===== src/include/cbt_pkg.sv =====
/*
 * Shared constants and types for the CAN bit timing and message object access block.
 * Assumes one 25 MHz core clock; every user writes package::name explicitly.
 */
package cbt_pkg;

	// Register addresses on the special function register port.
	localparam logic [7:0] ADDR_PAGE = 8'hB1;
	localparam logic [7:0] ADDR_STATUS = 8'hB2;
	localparam logic [7:0] ADDR_CONTROL = 8'hB3;
	localparam logic [7:0] ADDR_BT_JUMP = 8'hB5;
	localparam logic [7:0] ADDR_BT_PHASE = 8'hB6;
	localparam logic [7:0] ADDR_DATA = 8'hFA;
	localparam logic [7:0] ADDR_ENABLE_HI = 8'hCE;
	localparam logic [7:0] ADDR_ENABLE_LO = 8'hCF;

	// Object store dimensions.
	localparam int NUM_OBJECTS = 15;
	localparam int DATA_BYTES = 8;
	localparam logic [3:0] LAST_OBJECT = 4'hE;

	// Values after reset.
	localparam logic [7:0] PAGE_RESET = 8'h00;
	localparam logic [7:0] CONTROL_RESET = 8'h00;
	localparam logic [7:0] STATUS_RESET = 8'h00;
	localparam logic [5:0] DIV_RESET = 6'h00;
	localparam logic [3:0] COUNT_RESET = 4'h0;
	localparam logic [2:0] EXT_RESET = 3'h0;

	// Object configuration codes.
	typedef enum logic [1:0] {
		CFG_DISABLE = 2'h0,
		CFG_TRANSMIT = 2'h1,
		CFG_RECEIVE = 2'h2,
		CFG_RX_BUFFER = 2'h3
	} cbt_config_type;

	// Page select register layout, bit 7 down to bit 0.
	typedef struct packed {
		logic [3:0] object_number;
		logic increment_disable;
		logic [2:0] byte_index;
	} cbt_page_type;

	// Per-object control and length register layout.
	typedef struct packed {
		cbt_config_type object_configuration;
		logic reply_valid;
		logic extended_id;
		logic [3:0] length_code;
	} cbt_control_type;

	// Per-object status flags, bit 7 down to bit 0.
	typedef struct packed {
		logic length_warning;
		logic transmit_done;
		logic receive_done;
		logic bit_error_flag;
		logic stuff_error_flag;
		logic checksum_error_flag;
		logic form_error_flag;
		logic ack_error_flag;
	} cbt_status_type;

	// Jump width and propagation register layout.
	typedef struct packed {
		logic rsv_hi;
		logic [1:0] jump_width_field;
		logic rsv_mid;
		logic [2:0] propagation_field;
		logic rsv_lo;
	} cbt_jump_type;

	// Phase segments and sampling register layout.
	typedef struct packed {
		logic rsv_hi;
		logic [2:0] phase_two_field;
		logic [2:0] phase_one_field;
		logic sample_type;
	} cbt_phase_type;

	// One special function register access.
	typedef struct packed {
		logic wr;
		logic rd;
		logic [7:0] addr;
		logic [7:0] wdata;
	} cbt_sfr_type;

	// Completion report from the frame engine for one object.
	typedef struct packed {
		logic valid;
		logic [3:0] object_number;
		logic rx_done;
		logic tx_done;
		logic [4:0] errors;
		logic [3:0] rx_length;
	} cbt_event_type;

	// Segments of one nominal bit.
	typedef enum logic [1:0] {
		SEG_SYNC,
		SEG_PROP,
		SEG_PH1,
		SEG_PH2
	} cbt_seg_type;

endpackage


===== src/logic/cbt_sync.sv =====
/*
 * Two flip-flop synchroniser for the CAN receive pin.
 * Assumes the pin idles recessive (high) and that only the second stage is read.
 */
`timescale 1ns/1ps
`default_nettype none

module cbt_sync (
	// Clock, reset and enable.
	input wire logic ref_clk,
	input wire logic reset,
	input wire logic clk_en,
	// Asynchronous pin and its synchronised copy.
	input wire logic pin_in,
	output logic pin_sync
);

	logic meta_q;
	logic stable_q;

	// Both stages reset recessive so no false edge is seen after reset.
	always_ff @(posedge ref_clk) begin
		if (reset) begin
			meta_q <= 1'b1;
			stable_q <= 1'b1;
		end else if (clk_en) begin
			meta_q <= pin_in;
			stable_q <= meta_q;
		end
	end

	assign pin_sync = stable_q;

endmodule
`default_nettype wire


===== src/logic/cbt_quantum.sv =====
/*
 * Time quantum generator: divides the core clock by the baud prescaler plus one.
 * Assumes the prescaler is static while run is high.
 */
`timescale 1ns/1ps
`default_nettype none

module cbt_quantum (
	// Clock, reset and enable.
	input wire logic ref_clk,
	input wire logic reset,
	input wire logic clk_en,
	// Control.
	input wire logic run,
	input wire logic [5:0] baud_prescaler,
	// Strobes, one core cycle wide.
	output logic tq_tick,
	output logic half_tick
);

	logic [5:0] div_q;

	// The divider restarts whenever the controller stops, so every bit starts on a clean quantum.
	always_ff @(posedge ref_clk) begin
		if (reset) begin
			div_q <= cbt_pkg::DIV_RESET;
		end else if (clk_en) begin
			if (!run || tq_tick) begin
				div_q <= cbt_pkg::DIV_RESET;
			end else begin
				div_q <= div_q + 6'h01;
			end
		end
	end

	// A quantum lasts prescaler plus one core cycles.
	assign tq_tick = run && (div_q == baud_prescaler);
	// With a prescaler of zero the middle strobe coincides with the end strobe.
	assign half_tick = run && (div_q == {1'b0, baud_prescaler[5:1]});

endmodule
`default_nettype wire


===== src/logic/cbt_core.sv =====
/*
 * CAN bit timing engine and message object register window.
 * Assumes a frame engine on the same clock supplies events and the transmit bit,
 * and that the receive pin is asynchronous.
 */
`timescale 1ns/1ps
`default_nettype none

module cbt_core (
	// Clock, reset and enable.
	input wire logic ref_clk,
	input wire logic reset,
	input wire logic clk_en,
	// Special function register port.
	input wire cbt_pkg::cbt_sfr_type sfr_req,
	output logic [7:0] sfr_rdata,
	// Controller settings held outside this block.
	input wire logic controller_enable,
	input wire logic [5:0] baud_prescaler,
	input wire logic abort_request,
	// CAN pins.
	input wire logic can_rx_pin,
	output logic can_tx_pin,
	// Bit stream towards the frame engine.
	input wire logic tx_bit,
	output logic bit_start,
	output logic sample_strobe,
	output logic sampled_bit,
	// Object events and queries from the frame engine.
	input wire cbt_pkg::cbt_event_type evt,
	input wire logic [3:0] query_obj,
	output logic [1:0] query_cfg,
	output logic query_reply_ok,
	output logic query_extended,
	output logic query_enabled,
	output logic [14:0] enable_bits
);

	cbt_pkg::cbt_page_type page_q;
	cbt_pkg::cbt_jump_type jump_q;
	cbt_pkg::cbt_phase_type phase_q;
	cbt_pkg::cbt_control_type ctrl_q [cbt_pkg::NUM_OBJECTS];
	cbt_pkg::cbt_status_type stat_q [cbt_pkg::NUM_OBJECTS];
	logic [7:0] data_mem [cbt_pkg::NUM_OBJECTS][cbt_pkg::DATA_BYTES];
	logic [14:0] en_q;
	cbt_pkg::cbt_seg_type seg_q;
	logic [3:0] cnt_q;
	logic [2:0] ext_q;
	logic [3:0] ph2_end_q;
	logic resynced_q;
	logic edge_q;
	logic rx_prev_q;
	logic smp_a_q;
	logic smp_b_q;
	logic sampled_q;
	logic tx_q;
	logic [7:0] rdata_q;
	logic [1:0] qcfg_q;
	logic qreply_q;
	logic qext_q;
	logic qen_q;
	logic rx_s;
	logic tq_tick;
	logic half_tick;
	logic obj_ok;
	logic data_access;
	logic edge_now;
	logic resync_now;
	logic [2:0] sjw_q;
	logic [4:0] elapsed;
	logic [2:0] ext_calc;
	logic [3:0] ph1_end;
	logic [3:0] ph2_rem;
	logic ph2_jump;
	logic sample_point;
	logic majority;

	// Receive pin crossing into the core clock.
	cbt_sync u_sync (
		.ref_clk(ref_clk),
		.reset(reset),
		.clk_en(clk_en),
		.pin_in(can_rx_pin),
		.pin_sync(rx_s)
	);

	// Quantum strobes only run while the controller is enabled.
	cbt_quantum u_quantum (
		.ref_clk(ref_clk),
		.reset(reset),
		.clk_en(clk_en),
		.run(controller_enable),
		.baud_prescaler(baud_prescaler),
		.tq_tick(tq_tick),
		.half_tick(half_tick)
	);

	// Register access decode; object fifteen does not exist and is ignored.
	assign obj_ok = (page_q.object_number <= cbt_pkg::LAST_OBJECT);
	assign data_access = (sfr_req.wr || sfr_req.rd) && (sfr_req.addr == cbt_pkg::ADDR_DATA);

	// Page register: software write, or index step after every data byte access while increment_disable is clear.
	always_ff @(posedge ref_clk) begin
		if (reset) begin
			page_q <= cbt_pkg::PAGE_RESET;
		end else if (clk_en) begin
			if (sfr_req.wr && sfr_req.addr == cbt_pkg::ADDR_PAGE) begin
				page_q <= sfr_req.wdata;
			end else if (data_access && !page_q.increment_disable) begin
				page_q.byte_index <= page_q.byte_index + 3'h1;
			end
		end
	end

	// Timing registers; writes while enabled are dropped so a running bit never changes shape.
	always_ff @(posedge ref_clk) begin
		if (reset) begin
			jump_q <= cbt_pkg::CONTROL_RESET;
			phase_q <= cbt_pkg::CONTROL_RESET;
		end else if (clk_en && sfr_req.wr && !controller_enable) begin
			if (sfr_req.addr == cbt_pkg::ADDR_BT_JUMP) begin
				jump_q <= sfr_req.wdata & 8'h6E;
			end
			if (sfr_req.addr == cbt_pkg::ADDR_BT_PHASE) begin
				phase_q <= sfr_req.wdata & 8'h7F;
			end
		end
	end

	// Data bytes of every object; no reset, as after power-up the contents are undefined.
	always_ff @(posedge ref_clk) begin
		if (clk_en && sfr_req.wr && sfr_req.addr == cbt_pkg::ADDR_DATA && obj_ok) begin
			data_mem[page_q.object_number][page_q.byte_index] <= sfr_req.wdata;
		end
	end

	// Per-object control, status and enable. A software rewrite of the configuration beats a
	// same-cycle completion, since it is the newer request; hardware status sets beat clears.
	always_ff @(posedge ref_clk) begin
		if (reset) begin
			en_q <= 15'h0000;
			for (int i = 0; i < cbt_pkg::NUM_OBJECTS; i++) begin
				ctrl_q[i] <= cbt_pkg::CONTROL_RESET;
				stat_q[i] <= cbt_pkg::STATUS_RESET;
			end
		end else if (clk_en) begin
			for (int i = 0; i < cbt_pkg::NUM_OBJECTS; i++) begin
				if (obj_ok && page_q.object_number == 4'(i) && sfr_req.wr) begin
					if (sfr_req.addr == cbt_pkg::ADDR_CONTROL) begin
						ctrl_q[i] <= sfr_req.wdata;
					end
					if (sfr_req.addr == cbt_pkg::ADDR_STATUS) begin
						stat_q[i] <= sfr_req.wdata;
					end
				end
				if (evt.valid && evt.object_number == 4'(i)) begin
					if (evt.rx_done) begin
						ctrl_q[i].length_code <= evt.rx_length;
						stat_q[i].receive_done <= 1'b1;
						if (evt.rx_length != ctrl_q[i].length_code) begin
							stat_q[i].length_warning <= 1'b1;
						end
					end
					if (evt.tx_done) begin
						stat_q[i].transmit_done <= 1'b1;
					end
					// Only a reported error sets its flag, so a same-cycle clear of the rest lands.
					for (int b = 0; b < 5; b++) begin
						if (evt.errors[b]) begin
							stat_q[i][b] <= 1'b1;
						end
					end
				end
				if (abort_request) begin
					en_q[i] <= 1'b0;
				end else if (obj_ok && page_q.object_number == 4'(i) && sfr_req.wr
						&& sfr_req.addr == cbt_pkg::ADDR_CONTROL) begin
					en_q[i] <= (sfr_req.wdata[7:6] != cbt_pkg::CFG_DISABLE);
				end else if (evt.valid && evt.object_number == 4'(i)
						&& (evt.rx_done || evt.tx_done)) begin
					en_q[i] <= 1'b0;
				end
			end
		end
	end

	// Read data is registered and appears one cycle after the read strobe.
	always_ff @(posedge ref_clk) begin
		if (reset) begin
			rdata_q <= 8'h00;
		end else if (clk_en && sfr_req.rd) begin
			unique case (sfr_req.addr)
				cbt_pkg::ADDR_PAGE: rdata_q <= page_q;
				cbt_pkg::ADDR_STATUS: rdata_q <= obj_ok ? stat_q[page_q.object_number] : 8'h00;
				cbt_pkg::ADDR_CONTROL: rdata_q <= obj_ok ? ctrl_q[page_q.object_number] : 8'h00;
				cbt_pkg::ADDR_BT_JUMP: rdata_q <= jump_q;
				cbt_pkg::ADDR_BT_PHASE: rdata_q <= phase_q;
				cbt_pkg::ADDR_DATA: begin
					rdata_q <= obj_ok ? data_mem[page_q.object_number][page_q.byte_index] : 8'h00;
				end
				cbt_pkg::ADDR_ENABLE_HI: rdata_q <= {1'b0, en_q[14:8]};
				cbt_pkg::ADDR_ENABLE_LO: rdata_q <= en_q[7:0];
				default: rdata_q <= 8'h00;
			endcase
		end
	end

	// Query answers for the frame engine, one cycle after the object number is presented.
	always_ff @(posedge ref_clk) begin
		if (reset) begin
			qcfg_q <= 2'h0;
			qreply_q <= 1'b0;
			qext_q <= 1'b0;
			qen_q <= 1'b0;
		end else if (clk_en) begin
			if (query_obj <= cbt_pkg::LAST_OBJECT) begin
				qcfg_q <= ctrl_q[query_obj].object_configuration;
				qreply_q <= ctrl_q[query_obj].reply_valid && en_q[query_obj];
				qext_q <= ctrl_q[query_obj].extended_id;
				qen_q <= en_q[query_obj];
			end else begin
				qcfg_q <= 2'h0;
				qreply_q <= 1'b0;
				qext_q <= 1'b0;
				qen_q <= 1'b0;
			end
		end
	end

	// Resynchronisation arithmetic: phase error in quanta, clipped to the jump width.
	assign sjw_q = {1'b0, jump_q.jump_width_field} + 3'h1;
	assign edge_now = rx_prev_q && !rx_s;
	assign resync_now = tq_tick && (edge_q || edge_now) && !resynced_q && seg_q != cbt_pkg::SEG_SYNC;
	assign elapsed = (seg_q == cbt_pkg::SEG_PROP) ? 5'({1'b0, cnt_q} + 5'h01)
		: 5'({2'b00, jump_q.propagation_field} + {1'b0, cnt_q} + 5'h02);
	assign ext_calc = (elapsed < {2'b00, sjw_q}) ? elapsed[2:0] : sjw_q;
	assign ph1_end = {1'b0, phase_q.phase_one_field}
		+ {1'b0, (resync_now && seg_q != cbt_pkg::SEG_PH2) ? ext_calc : ext_q};
	assign ph2_rem = ph2_end_q - cnt_q;
	assign ph2_jump = resync_now && seg_q == cbt_pkg::SEG_PH2 && ph2_rem <= {1'b0, sjw_q};
	assign sample_point = tq_tick && seg_q == cbt_pkg::SEG_PH1 && cnt_q == ph1_end;

	// Falling edges seen within the current quantum; only recessive-to-dominant counts.
	always_ff @(posedge ref_clk) begin
		if (reset) begin
			rx_prev_q <= 1'b1;
			edge_q <= 1'b0;
		end else if (clk_en) begin
			rx_prev_q <= rx_s;
			if (tq_tick) begin
				edge_q <= 1'b0;
			end else if (edge_now) begin
				edge_q <= 1'b1;
			end
		end
	end

	// Bit segment sequencer; one resynchronisation per bit keeps the jump bounded.
	always_ff @(posedge ref_clk) begin
		if (reset) begin
			seg_q <= cbt_pkg::SEG_SYNC;
			cnt_q <= cbt_pkg::COUNT_RESET;
			ext_q <= cbt_pkg::EXT_RESET;
			ph2_end_q <= cbt_pkg::COUNT_RESET;
			resynced_q <= 1'b0;
		end else if (clk_en) begin
			if (!controller_enable) begin
				seg_q <= cbt_pkg::SEG_SYNC;
				cnt_q <= cbt_pkg::COUNT_RESET;
				ext_q <= cbt_pkg::EXT_RESET;
				resynced_q <= 1'b0;
			end else if (tq_tick) begin
				if (resync_now) begin
					resynced_q <= 1'b1;
				end
				unique case (seg_q)
					cbt_pkg::SEG_SYNC: begin
						seg_q <= cbt_pkg::SEG_PROP;
						cnt_q <= cbt_pkg::COUNT_RESET;
						ext_q <= cbt_pkg::EXT_RESET;
						resynced_q <= 1'b0;
						ph2_end_q <= {1'b0, phase_q.phase_two_field};
					end
					cbt_pkg::SEG_PROP: begin
						if (resync_now) begin
							ext_q <= ext_calc;
						end
						if (cnt_q == {1'b0, jump_q.propagation_field}) begin
							seg_q <= cbt_pkg::SEG_PH1;
							cnt_q <= cbt_pkg::COUNT_RESET;
						end else begin
							cnt_q <= cnt_q + 4'h1;
						end
					end
					cbt_pkg::SEG_PH1: begin
						if (resync_now) begin
							ext_q <= ext_calc;
						end
						if (cnt_q == ph1_end) begin
							seg_q <= cbt_pkg::SEG_PH2;
							cnt_q <= cbt_pkg::COUNT_RESET;
						end else begin
							cnt_q <= cnt_q + 4'h1;
						end
					end
					cbt_pkg::SEG_PH2: begin
						if (ph2_jump) begin
							seg_q <= cbt_pkg::SEG_PROP;
							cnt_q <= cbt_pkg::COUNT_RESET;
							ext_q <= cbt_pkg::EXT_RESET;
							resynced_q <= 1'b0;
							ph2_end_q <= {1'b0, phase_q.phase_two_field};
						end else if (cnt_q == (resync_now ? ph2_end_q - {1'b0, sjw_q} : ph2_end_q)) begin
							seg_q <= cbt_pkg::SEG_SYNC;
						end else begin
							if (resync_now) begin
								ph2_end_q <= ph2_end_q - {1'b0, sjw_q};
							end
							cnt_q <= cnt_q + 4'h1;
						end
					end
				endcase
			end
		end
	end

	// Majority of the quantum-start, mid-quantum and sample-point values.
	assign majority = (smp_a_q && smp_b_q) || (smp_a_q && rx_s) || (smp_b_q && rx_s);

	// Bus sampling and transmit pin; the pin rests recessive while the controller is off.
	always_ff @(posedge ref_clk) begin
		if (reset) begin
			smp_a_q <= 1'b1;
			smp_b_q <= 1'b1;
			sampled_q <= 1'b1;
			tx_q <= 1'b1;
		end else if (clk_en) begin
			if (tq_tick) begin
				smp_a_q <= rx_s;
			end
			if (half_tick) begin
				smp_b_q <= rx_s;
			end
			if (sample_point) begin
				sampled_q <= phase_q.sample_type ? majority : rx_s;
			end
			if (!controller_enable) begin
				tx_q <= 1'b1;
			end else if (bit_start) begin
				tx_q <= tx_bit;
			end
		end
	end

	// Output drive.
	assign bit_start = tq_tick && (seg_q == cbt_pkg::SEG_SYNC || ph2_jump);
	assign sample_strobe = sample_point;
	assign sampled_bit = sampled_q;
	assign can_tx_pin = tx_q;
	assign sfr_rdata = rdata_q;
	assign query_cfg = qcfg_q;
	assign query_reply_ok = qreply_q;
	assign query_extended = qext_q;
	assign query_enabled = qen_q;
	assign enable_bits = en_q;
endmodule
`default_nettype wire


===== config.mk =====
export PLATFORM = sky130hd
export DESIGN_NAME = cbt_core
export DESIGN_NICKNAME = d
export VERILOG_FILES = /design/src/include/cbt_pkg.sv /design/src/logic/cbt_sync.sv /design/src/logic/cbt_quantum.sv /design/src/logic/cbt_core.sv
export SDC_FILE = /design/constraint.sdc
export NUM_CORES = 2
export LEC_CHECK = 0
export ABC_CLOCK_PERIOD_IN_PS = 11400
export BUFFER_PORTS_ARGS = -buffer_cell sky130_fd_sc_hd__buf_2
export CORE_MARGIN = 2
export CORE_UTILIZATION = 68
export CTS_CLUSTER_DIAMETER = 150
export CTS_CLUSTER_SIZE = 24
export DETAILED_ROUTE_END_ITERATION = 8
export MAX_ROUTING_LAYER = met4
export PLACE_DENSITY = 0.91
export SYNTH_ARGS = -nofsm -noshare
export SYNTH_HDL_FRONTEND = slang
export SYNTH_SLANG_ARGS = --single-unit
export TNS_END_PERCENT = 1

===== constraint.sdc =====
create_clock -name ref_clk -period 11.4 [get_ports ref_clk]
set_clock_uncertainty 0.2 [all_clocks]
set_input_delay 0.57 -clock ref_clk [delete_from_list [all_inputs] [get_ports ref_clk]]
set_output_delay 0.57 -clock ref_clk [all_outputs]
set_load 0.02 [all_outputs]

==> qor.yml <==
rr_worst_depth: 22
tightest_slew_ps: 1550
cts-root-buf: "clkbuf_16"
wl_mm: 159
buffer_ports.inserted: 82
drv_slew: 5
placementRows: 105
grt_pass1_vias: 34900
worstPathArrival_ps: 5510
fin_crit_sh: 0.551
r2r_end: "cnt_q[0]"
ios: 83
start_kind: "flip-flop"
p_seq_frac: 0.654
final_antenna_net_count: 0
synth_top_area_cell: "edfxtp_1"
antenna_found_initial: 8
synth_top_cells_by_count: "edfxtp_1, nand2_1, nor2_1"
post_drt_via_cell_ratio: 7.50
core-area_mm2: 0.0821
leakagePower_nw: 18.4
combPwrFrac: 0.037
overflow: 0
postSynthCellCount: 3811
slew_headroom: -0.0395
track_usage: 0.386
timing.hold.ws_ps: 38.9
required_ps: 10630
drt-pass1-iter-count: 9
fin_nets: 3837
period_needed_ps: 6280
syn_area_mm2: 0.0564
switching_share: 0.212
drt_iter0_drc: 7020
drcViolationCount: 0
crit_end: "sample_strobe"
cts_made_buffers: 59
fin_cells: 4879
synthTopCellsByArea: "edfxtp_1, mux4_2, dfxtp_1"
clock-sinks: 1280
clock_path_buffers: 3
ys_types: 73
powerDensity_mw_per_mm2: 134
clk-insertion-delay-late_ps: 700
synth_seq_area_share: 0.668
maxCapViolations: 2
power_frac_clock: 0.309
hpwlAfterDp_mm: 100
h-tree-depth: 2
start_util: 0.686
die_w_um: 292
tns_ps: 0
layout-drive-gt1-share: 0.135
crit_start: "cnt_q[1]"
cp_max_fo: 6
synth-seq-cells: 1280
postCtsSetupBuffers: 0
reg2reg_slack_ps: 5620
grt_max_degree: 150
async_flop_share: 0
yosysMostFrequentCell: "edfxtp_1"
r2r_start: "cnt_q[1]"
synth_fp_nets: 3894
yosys_most_used_dff: "edfxtp_1"
die-area_mm2: 0.0852
status: "complete, but fails checks"
area_delta_synth_final_pct: 5.04
cts_tree: "yes"
timing.fmax_mhz: 159
synth_top_area_frac: 0.639
power.internal_mw: 6.27
die_h_um: 292
routabilityCongestion: 0.995
worstHoldPathType: "in -> reg"
dr_total_vias: 36600
grt_setup_unrepaired: "false"
finalSetupViolCount: 0
switchingPower_mw: 1.68
cp-end-kind: "output pin"
syn_avg_cell_area_um2: 14.8
clkTransAtPathRegs_ps: 100
hold_violations: 0
grt_pass1_wl_mm: 232
place_inst: 4762
ctsResizeCount: 0
critical_path_class: "reg -> out"
ir_drop_mv: 0.125
synth_edf_count: 1200
violations: "max-capacitance violations, max-slew violations"
wl_per_cell_um: 32.6
ys_warn_count: 0
[cells by family after synthesis]
| kind of cell | Yosys count | synth area share |
|---|---|---|
| AO/OA/AOI/OAI | 753 | 0.0836 |
| flip-flops | 1280 | 0.668 |
| AND/OR/NAND/NOR | 945 | 0.0725 |
| buffers and inverters | 309 | 0.0247 |
| adder cells (fa/ha/maj) | 32 | 0.00764 |
| XOR/XNOR | 88 | 0.0137 |
| multiplexers | 404 | 0.130 |
[critical path: stages (launching register included)]
cell and delay (ps):
dfxtp_1 440, inv_1 180, ha_1 330, inv_1 40
ha_1 200, fa_1 550, nor2_1 50, a21oi_1 180
ha_1 260, o21a_1 110, nor3_1 370, mux2i_1 300
mux2_2 190, ha_1 160, inv_1 70, fa_1 400
xnor2_1 220, xnor2_1 160, o2111a_1 260, and3_1 170
buf_2 170
[per-stage QoR]
| step | setup WS, ps | total power [mW] | instance area (um2) | util |
|---|---|---|---|---|
| 6_report | 5120 | 7.95 | 59200 | 0.721 |
| 5_1_grt | 4720 | 8.09 | 59200 | 0.721 |
| 4_1_cts | 5080 | 7.91 | 59200 | 0.721 |
| 3_5_place_dp | 5660 | 5.58 | 57400 | 0.699 |
| 3_3_place_gp | 5820 | 5.57 | 57400 | 0.699 |
| 2_1_floorplan | 6300 | 5.43 | 56400 | - |
[final cells by class]
cell class              instances  area, um2
well taps                    1070       1340
inverters                      44        165
clock buffers                 107       1700
repair buffers                147        961
diodes                          7       17.5
clock inverters                 2       36.3
flip-flops and latches       1280      37600
multi-input cells            2222      17300
fillers                      4671      22900
[power by group through the flow]
stage / Sequential [mW] / Combinational, mW / Clock, mW
2_1_floorplan: 5.30 / 0.140 / 0
3_3_place_gp: 5.30 / 0.269 / 0
6_report: 5.20 / 0.296 / 2.46
5_1_grt: 5.20 / 0.307 / 2.58
4_1_cts: 5.20 / 0.283 / 2.43
3_5_place_dp: 5.30 / 0.281 / 0
[per-layer routing]
metal	GRT usage	part of all wire
met2	0.564	0.45
met5	-	0
met4	0.175	0.059
met1	0.512	0.34
met3	0.106	0.16
[sequential cells by signal, indices dropped and copies added (netlist names), 2 cells and up, named ones only]
register	cells
ph2_end_q	4
phase_q	7
seg_q	2
data_mem	960
stat_q	120
ctrl_q	120
jump_q	5
cnt_q	4
enable_bits	15
sfr_rdata	8
u_quantum.div_q	6
ext_q	3
query_cfg	2
page_q	8
[worst min path at each step]
stage	startpoint	end	depth (start not counted)
after floorplan	rx_prev_q	rx_prev_q	2
after global placement	rx_prev_q	rx_prev_q	2
after detailed placement	query_reply_ok	query_reply_ok	2
after CTS	sfr_req[5]	data_mem[14][37]	1
after global routing	sfr_req[5]	data_mem[14][37]	1
final	sfr_req[5]	data_mem[12][37]	1
[timing repair]
item	CTS	global route
endpoints found under the setup margin	0	0
hold buffers	1	0
hold endpoints to repair	1	0
[placed cells by master, fill, tap and decap left out, types with 12 or more instances in the layout]
cell type | Yosys | final
edfxtp_1 | 1200 | 1200
nand2_1 | 406 | 406
nor2_1 | 307 | 307
o21ai_0 | 284 | 283
mux4_2 | 261 | 261
mux2i_1 | 132 | 132
a21oi_1 | 117 | 117
dfxtp_1 | 80 | 75
buf_2 | 32 | 73
buf_4 | 21 | 70
xor2_1 | 69 | 69
o22ai_1 | 65 | 65
a211oi_1 | 63 | 63
clkbuf_16 | 0 | 61
nand3_1 | 49 | 49
clkbuf_1 | 161 | 46
nor2b_1 | 42 | 42
inv_1 | 42 | 41
o211ai_1 | 40 | 40
nor3_1 | 37 | 37
ha_1 | 28 | 28
o31ai_1 | 23 | 23
xnor2_1 | 19 | 19
nand2b_1 | 18 | 17
o41ai_1 | 17 | 17
and3_1 | 15 | 15
a22oi_1 | 15 | 15
a211o_1 | 15 | 15
a31oi_1 | 15 | 15
a21o_1 | 14 | 14
nor4_1 | 13 | 13
a2bb2oi_1 | 13 | 13
a221oi_1 | 12 | 12
(Power assumes the default switching activity.)
